===== src/design/mb_convert_pkg.sv =====
package mb_convert_pkg;

  // ==========================================================================
  // requested macroblock kinds
  localparam logic [2:0] REQ_OTHER = 3'h0;
  localparam logic [2:0] REQ_P_SKIP = 3'h1;
  localparam logic [2:0] REQ_P_L0_16X16 = 3'h2;
  localparam logic [2:0] REQ_B_SKIP = 3'h3;
  localparam logic [2:0] REQ_B_DIRECT = 3'h4;

  // ==========================================================================
  // slice kinds
  localparam logic [1:0] SLICE_P = 2'h0;
  localparam logic [1:0] SLICE_B = 2'h1;

  // ==========================================================================
  // coded symbol values
  localparam logic [4:0] TYPE_16X16_OR_DIRECT = 5'h00;
  localparam logic [4:0] TYPE_B_8X8 = 5'h16;
  localparam logic [5:0] PATTERN_ZERO = 6'h00;

  // ==========================================================================
  // address bus map (byte addresses)
  localparam logic [7:0] ADDR_CONTROL = 8'h00;
  localparam logic [7:0] ADDR_STATUS = 8'h04;
  localparam logic [7:0] ADDR_COUNT = 8'h08;
  localparam int CTRL_SKIP_OFF_BIT = 0;
  localparam int CTRL_DIRECT_OFF_BIT = 1;
  localparam int CTRL_MBAFF_BIT = 2;
  localparam int CTRL_SLICE_LSB = 4;
  localparam logic [31:0] CONTROL_RESET = 32'h0000_0000;

  localparam logic [1:0] HTRANS_NONSEQ = 2'h2;

endpackage


===== src/design/mb_skip_direct_convert.sv =====
// Chosen here: register access over AHB-Lite and the address map.
`timescale 1ns/1ps

// Function
// - final pattern bit zero where input zero
// - P slice: only P skip or 16x16 L0 may skip
// - P forced skip, permitted: skip, pattern zero
// - P forced skip, not permitted: type 0
// - P 16x16 skip conditions met: skip flag
// - P skip conditions, not permitted: type 0
// - skip off = slice or per-mb disable
// - B slice: no vector-predictor check
// - B forced skip, permitted: skip, pattern zero
// - B forced skip, not permitted: direct type 0
// - B direct, zero pattern, permitted: skip
// - B direct, zero, not permitted: type 0
// - B direct, skip off: type 0
// - B direct, nonzero pattern: type 0
// - B direct, direct off: type 16h
// - no MBAFF: pair skip always permitted
// - MBAFF first of pair: permitted
// - MBAFF second: field mismatch and first skipped
// - skip predictor zero on missing/zero neighbour
module mb_skip_direct_convert
  import mb_convert_pkg::*;
(
  input wire logic clk,
  input wire logic sys_rst,
  // address bus slave
  input wire logic hsel,
  input wire logic [7:0] haddr,
  input wire logic [1:0] htrans,
  input wire logic hwrite,
  input wire logic [2:0] hsize,
  input wire logic [31:0] hwdata,
  input wire logic hready,
  output logic [31:0] hrdata,
  output logic hreadyout,
  output logic hresp,
  // macroblock record
  input wire logic mb_valid,
  input wire logic [2:0] mb_request,
  input wire logic per_mb_skip_conversion_off,
  input wire logic [5:0] coded_block_pattern,
  input wire logic [5:0] quant_pattern,
  input wire logic [15:0] mv_x,
  input wire logic [15:0] mv_y,
  input wire logic nbr_a_avail,
  input wire logic nbr_a_ref_zero,
  input wire logic [15:0] nbr_a_mv_x,
  input wire logic [15:0] nbr_a_mv_y,
  input wire logic nbr_b_avail,
  input wire logic nbr_b_ref_zero,
  input wire logic [15:0] nbr_b_mv_x,
  input wire logic [15:0] nbr_b_mv_y,
  input wire logic [15:0] pred_mv_x,
  input wire logic [15:0] pred_mv_y,
  input wire logic pair_second,
  input wire logic pair_field_flag,
  input wire logic pair_a_avail,
  input wire logic pair_a_field,
  input wire logic pair_b_avail,
  input wire logic pair_b_field,
  // decision toward entropy coding
  output logic out_valid,
  output logic skip_hint_flag,
  output logic [4:0] mb_type,
  output logic [5:0] final_pattern
);

  // ==========================================================================
  // bus slave
  logic [31:0] control_reg;
  logic [31:0] count_reg;
  logic wr_pend_reg;
  logic [7:0] addr_reg;
  logic last_skip_reg;
  logic bus_take;

  assign bus_take = hsel && hready && htrans == HTRANS_NONSEQ;

  // capture address phase
  always_ff @(posedge clk or posedge sys_rst)
  begin
    if (sys_rst)
    begin
      wr_pend_reg <= 1'b0;
      addr_reg <= 8'h00;
    end
    else
    begin
      wr_pend_reg <= bus_take && hwrite;
      if (bus_take)
        addr_reg <= haddr;
    end
  end

  // control register write in data phase
  always_ff @(posedge clk or posedge sys_rst)
  begin
    if (sys_rst)
      control_reg <= CONTROL_RESET;
    else if (wr_pend_reg && addr_reg == ADDR_CONTROL)
      control_reg <= hwdata;
  end

  // read data, registered; zero-wait answer
  always_ff @(posedge clk or posedge sys_rst)
  begin
    if (sys_rst)
      hrdata <= 32'h0000_0000;
    else if (bus_take && !hwrite)
    begin
      unique case (haddr)
        ADDR_CONTROL: hrdata <= control_reg;
        ADDR_STATUS: hrdata <= {26'h0000000, last_skip_reg, mb_type};
        ADDR_COUNT: hrdata <= count_reg;
        default: hrdata <= 32'h0000_0000;
      endcase
    end
  end

  // bus answers with no wait state and always okay once out of reset
  always_ff @(posedge clk or posedge sys_rst)
  begin
    if (sys_rst)
    begin
      hreadyout <= 1'b0;
      hresp <= 1'b0;
    end
    else
    begin
      hreadyout <= 1'b1;
      hresp <= 1'b0;
    end
  end

  // ==========================================================================
  // decision logic
  logic slice_b;
  logic mbaff_on;
  logic skip_off;
  logic direct_off;
  logic pair_skip_permitted;
  logic first_skipped_reg;
  logic field_mismatch;
  logic [5:0] pattern_q;
  logic mv_match;
  logic [15:0] skip_pred_x;
  logic [15:0] skip_pred_y;
  logic dec_skip;
  logic [4:0] dec_type;
  logic [5:0] dec_pattern;

  assign slice_b = control_reg[CTRL_SLICE_LSB +: 2] == SLICE_B;
  assign mbaff_on = control_reg[CTRL_MBAFF_BIT];
  assign skip_off = control_reg[CTRL_SKIP_OFF_BIT] | per_mb_skip_conversion_off;
  assign direct_off = control_reg[CTRL_DIRECT_OFF_BIT];
  assign pattern_q = quant_pattern & coded_block_pattern;

  // a vector is zero when both of its components are zero
  function automatic logic vec_is_zero(input logic [15:0] vx, input logic [15:0] vy);
    return vx == 16'h0000 && vy == 16'h0000;
  endfunction

  // skip predictor: zero when a neighbour is missing or still at ref 0 / mv 0
  always_comb
  begin
    if (!nbr_a_avail || !nbr_b_avail ||
        (nbr_a_ref_zero && vec_is_zero(nbr_a_mv_x, nbr_a_mv_y)) ||
        (nbr_b_ref_zero && vec_is_zero(nbr_b_mv_x, nbr_b_mv_y)))
    begin
      skip_pred_x = 16'h0000;
      skip_pred_y = 16'h0000;
    end
    else
    begin
      skip_pred_x = pred_mv_x;
      skip_pred_y = pred_mv_y;
    end
  end
  assign mv_match = mv_x == skip_pred_x && mv_y == skip_pred_y;

  // neighbour pair field comparison, A first then B
  always_comb
  begin
    if (pair_a_avail)
      field_mismatch = pair_field_flag != pair_a_field;
    else if (pair_b_avail)
      field_mismatch = pair_field_flag != pair_b_field;
    else
      field_mismatch = pair_field_flag != 1'b0;
  end

  // pair skip permission
  always_comb
  begin
    if (!mbaff_on)
      pair_skip_permitted = 1'b1;
    else if (!pair_second)
      pair_skip_permitted = 1'b1;
    else
      pair_skip_permitted = !(field_mismatch && first_skipped_reg);
  end

  // conversion table
  always_comb
  begin
    dec_skip = 1'b0;
    dec_type = TYPE_16X16_OR_DIRECT;
    dec_pattern = pattern_q;
    if (!slice_b)
    begin
      // only P skip or 16x16 L0 may reach skip
      if (mb_request == REQ_P_SKIP)
      begin
        dec_pattern = PATTERN_ZERO;
        dec_skip = pair_skip_permitted;
      end
      else if (mb_request == REQ_P_L0_16X16)
        dec_skip = !skip_off && pattern_q == PATTERN_ZERO && mv_match &&
                   pair_skip_permitted;
    end
    else
    begin
      // no vector check in B slices
      if (mb_request == REQ_B_SKIP)
      begin
        dec_pattern = PATTERN_ZERO;
        dec_skip = pair_skip_permitted;
      end
      else if (mb_request == REQ_B_DIRECT)
      begin
        if (direct_off)
          dec_type = TYPE_B_8X8;
        else
          dec_skip = !skip_off && pattern_q == PATTERN_ZERO &&
                     pair_skip_permitted;
      end
    end
  end

  // one registered decision per record
  always_ff @(posedge clk or posedge sys_rst)
  begin
    if (sys_rst)
    begin
      out_valid <= 1'b0;
      skip_hint_flag <= 1'b0;
      mb_type <= TYPE_16X16_OR_DIRECT;
      final_pattern <= PATTERN_ZERO;
    end
    else
    begin
      out_valid <= mb_valid;
      if (mb_valid)
      begin
        skip_hint_flag <= dec_skip;
        mb_type <= dec_skip ? TYPE_16X16_OR_DIRECT : dec_type;
        final_pattern <= dec_pattern;
      end
    end
  end

  // first-of-pair skip memory and status
  always_ff @(posedge clk or posedge sys_rst)
  begin
    if (sys_rst)
    begin
      first_skipped_reg <= 1'b0;
      last_skip_reg <= 1'b0;
      count_reg <= 32'h0000_0000;
    end
    else if (mb_valid)
    begin
      if (!pair_second)
        first_skipped_reg <= dec_skip;
      last_skip_reg <= dec_skip;
      count_reg <= count_reg + 32'h0000_0001;
    end
  end
endmodule


===== config.mk =====
export PLATFORM = sky130hd
export DESIGN_NAME = mb_skip_direct_convert
export DESIGN_NICKNAME = d
export VERILOG_FILES = /design/src/design/mb_convert_pkg.sv /design/src/design/mb_skip_direct_convert.sv
export SDC_FILE = /design/constraint.sdc
export NUM_CORES = 1
export LEC_CHECK = 0
export BUFFER_PORTS_ARGS = -buffer_cell sky130_fd_sc_hd__buf_2
export CORE_ASPECT_RATIO = 2
export CORE_MARGIN = 4
export CORE_UTILIZATION = 44
export CTS_CLUSTER_SIZE = 16
export DETAILED_ROUTE_END_ITERATION = 8
export GPL_TIMING_DRIVEN = 0
export PLACE_DENSITY_LB_ADDON = 0.05
export SETUP_SLACK_MARGIN = 0.1
export SLEW_MARGIN = 20
export SYNTH_ARGS = -nofsm -noshare
export SYNTH_HDL_FRONTEND = slang
export SYNTH_SLANG_ARGS = --single-unit

===== constraint.sdc =====
create_clock -name clk -period 3.4 [get_ports clk]
set_input_delay 0.17 -clock clk [delete_from_list [all_inputs] [get_ports clk]]
set_output_delay 0.17 -clock clk [all_outputs]
set_load 0.03 [all_outputs]

==> results_dict.tcl <==
set metrics [dict create \
    outcome "finished clean" \
    drt_wl_total_um 17400 \
    p_leak_nw 4.08 \
    postCtsSetupRepairBufs 0 \
    min_path_cells 2 \
    wl_met2_um 9670 \
    whs_ns 0.0128 \
    nets 1069 \
    ys_warn_count 0 \
    async_flop_share_pct 100 \
    placementRows 59 \
    synth_top_area_share_pct 49.0 \
    ir_drop_v 0.000275 \
    drv_cap 0 \
    wl_per_cell_um 17.0 \
    finalMaxSlewViolations 0 \
    avgSynthCellArea_sq_um 10.4 \
    arrival_ns 2.90 \
    via_per_inst 5.32 \
    finalHoldViolations 0 \
    yosysSeqAreaShare_pct 49.0 \
    max_freq_mhz 386 \
    die_area_sq_um 15500 \
    coreArea_sq_um 13100 \
    min_to "control_reg[30]" \
    layout.cells.non_filler 1027 \
    vias 5463 \
    gr-total-overflow 0 \
    syn-cell-area_sq_um 5920 \
    drc 0 \
    critPathCaptureType "flop" \
    grt_pass1_wl_um 28300 \
    dieHeight_um 172 \
    startpoint_type "primary input" \
    p_per_area_nw_per_um2 476 \
    cts_buffers 17 \
    htreeDepth 4 \
    drive_gt1_share_pct 38.5 \
    timing.slew.headroom_pct 46.7 \
    worst_pin_slew_ns 0.799 \
    port_buffers 244 \
    start_util_pct 45.1 \
    fin_skew_ns 0.00815 \
    drtAntennaViolNets 0 \
    clockBufferDepth 2 \
    cts_sinks 116 \
    synthCells 571 \
    cts_tree "yes" \
    hp-start "hwdata[30]" \
    ys_ff_latch 116 \
    path_class "in -> reg" \
    syn2layout_area_growth_pct 38.9 \
    r2r_setup_slack_ns 0.98 \
    hp-class "in -> reg" \
    clk_latency_ns 0.41 \
    detail_route.first_pass.iterations 5 \
    top_layer "met4" \
    synth_edf_count 0 \
    ys_top_cells_by_count "116 x dfrtp_1, 62 x nand2_1, 41 x mux2_2" \
    path_clk_slew_ns 0.06 \
    antenna_found_initial 0 \
    setup_viol 0 \
    n_antenna_cell 0 \
    r2r_start "count_reg[3]" \
    wl_met3_um 979 \
    grt_pass1_vias 5816 \
    dpl.hpwl_um 14000 \
    placed_cells 970 \
    rsz0062_at_grt "false" \
    io_pins 252 \
    fin_crit_sh_pct 76.1 \
    yosys.area.top_type "dfrtp_1" \
    root_buffer "clkbuf_16" \
    die_width_um 90.0 \
    final.min_clock_period_ns 2.59 \
    grt_util_all_layers_pct 23.0 \
    yosysUniqueCellTypes 50 \
    met1_length_um 6230 \
    gp_congestion 0.917 \
    synthTopCellsByArea "dfrtp_1 49%, mux2_2 7.8%, mux2i_1 5.7%, xnor2_1 4.7%, nand2_1 3.9%" \
    worstReg2RegEnd "count_reg[29]" \
    reg2reg_depth 8 \
    setup_tns_ns 0 \
    cp.required_ns 3.72 \
    grt_max_degree 64 \
    synthFlopType "dfrtp_1" \
    synth.most_common_cell "dfrtp_1" \
    drt_iter0_markers 180 \
    path_max_fanout 8 \
]
## worst max path at each step
stage | start | end | slack, ns | depth (start not counted)
final | mb_valid | count_reg[29] | 0.81 | 11
after global routing | mb_valid | count_reg[29] | 0.61 | 11
after CTS | mb_valid | count_reg[29] | 0.82 | 11
after detailed placement | nbr_a_mv_x[6] | first_skipped_reg | 0.88 | 10
after global placement | sys_rst | final_pattern[2] | -1.01 | 2
after floorplan | sys_rst | addr_reg[0] | 0.16 | 1
## worst max-delay path: stages
cell and delay (ns):
dlygate4sd3_1 0.52, buf_2 0.10, buf_2 0.18, and3_1 0.21, and3_1 0.24, nand4_1 0.24
nor2_1 0.33, nand2_1 0.22, nor2_1 0.30, nand4_1 0.17, xnor2_1 0.21
## power by group
| group | internal [W] | total (W) | switching (W) |
|---|---|---|---|
| clock | 0.00114 | 0.00177 | 0.000623 |
| sequential | 0.00150 | 0.00160 | 0.000102 |
| combinational | 0.000286 | 0.000544 | 0.000258 |
## per-stage QoR
stage	power, W	instance area (sq um)	util [%]	setup WS, ns
global route	0.00410	8220	62.6	0.609
global placement	0.00212	7340	55.9	-1.01
floorplan	0.00190	5930	-	0.158
detailed placement	0.00215	7370	56.1	0.878
CTS	0.00395	8220	62.6	0.817
finish	0.00391	8220	62.6	0.812
## placed cells by master (no fill, tap or decap), types with 7 or more instances in the layout
| cell type | synthesis | layout |
|---|---|---|
| dfrtp_1 | 116 | 116 |
| mux2_2 | 41 | 41 |
| nor3_1 | 18 | 18 |
| nor4_1 | 16 | 16 |
| buf_2 | 5 | 249 |
| nand2_1 | 62 | 62 |
| xnor2_1 | 32 | 32 |
| mux2i_1 | 34 | 34 |
| o21ai_0 | 40 | 40 |
| xor2_1 | 13 | 13 |
| dlygate4sd3_1 | 0 | 26 |
| clkbuf_1 | 13 | 14 |
| clkbuf_16 | 0 | 17 |
| nor2_1 | 29 | 29 |
| buf_4 | 7 | 7 |
| o31ai_1 | 18 | 18 |
| inv_1 | 29 | 28 |
| nand3_1 | 9 | 9 |
| o22ai_1 | 8 | 8 |
| nand4_1 | 20 | 20 |
## routing by layer
| layer | up-vias | track usage, % |
|---|---|---|
| met5 | - | 0 |
| met4 | 0 | 10.4 |
| met1 | 2613 | 24.2 |
| met3 | 35 | 4.88 |
| met2 | 188 | 43.6 |
| li1 | 2627 | - |
## timing repair
action	4_1_cts	5_1_grt
endpoints found under the hold margin	78	0
resized for setup	0	0
hold buffers	26	0
## cell type report
type	count	area [sq um]
Timing Repair Buffer	271	1510
Sequential cell	116	2900
Fill cell	1130	4920
Multi-Input combinational cell	402	2790
Clock buffer	18	429
Tap cell	152	190
Clock inverter	13	161
Buffer	26	130
Inverter	29	114
## cell families after synthesis
group / share of synthesized area, %
multiplexers: 13.5
flip-flops: 49.0
XOR/XNOR: 6.66
AND/OR/NAND/NOR: 15.8
adder cells (fa/ha/maj): 0.211
AO/OA/AOI/OAI: 10.6
buffers and inverters: 4.04
other: 0.127
Power figures use the tool's default switching activity.
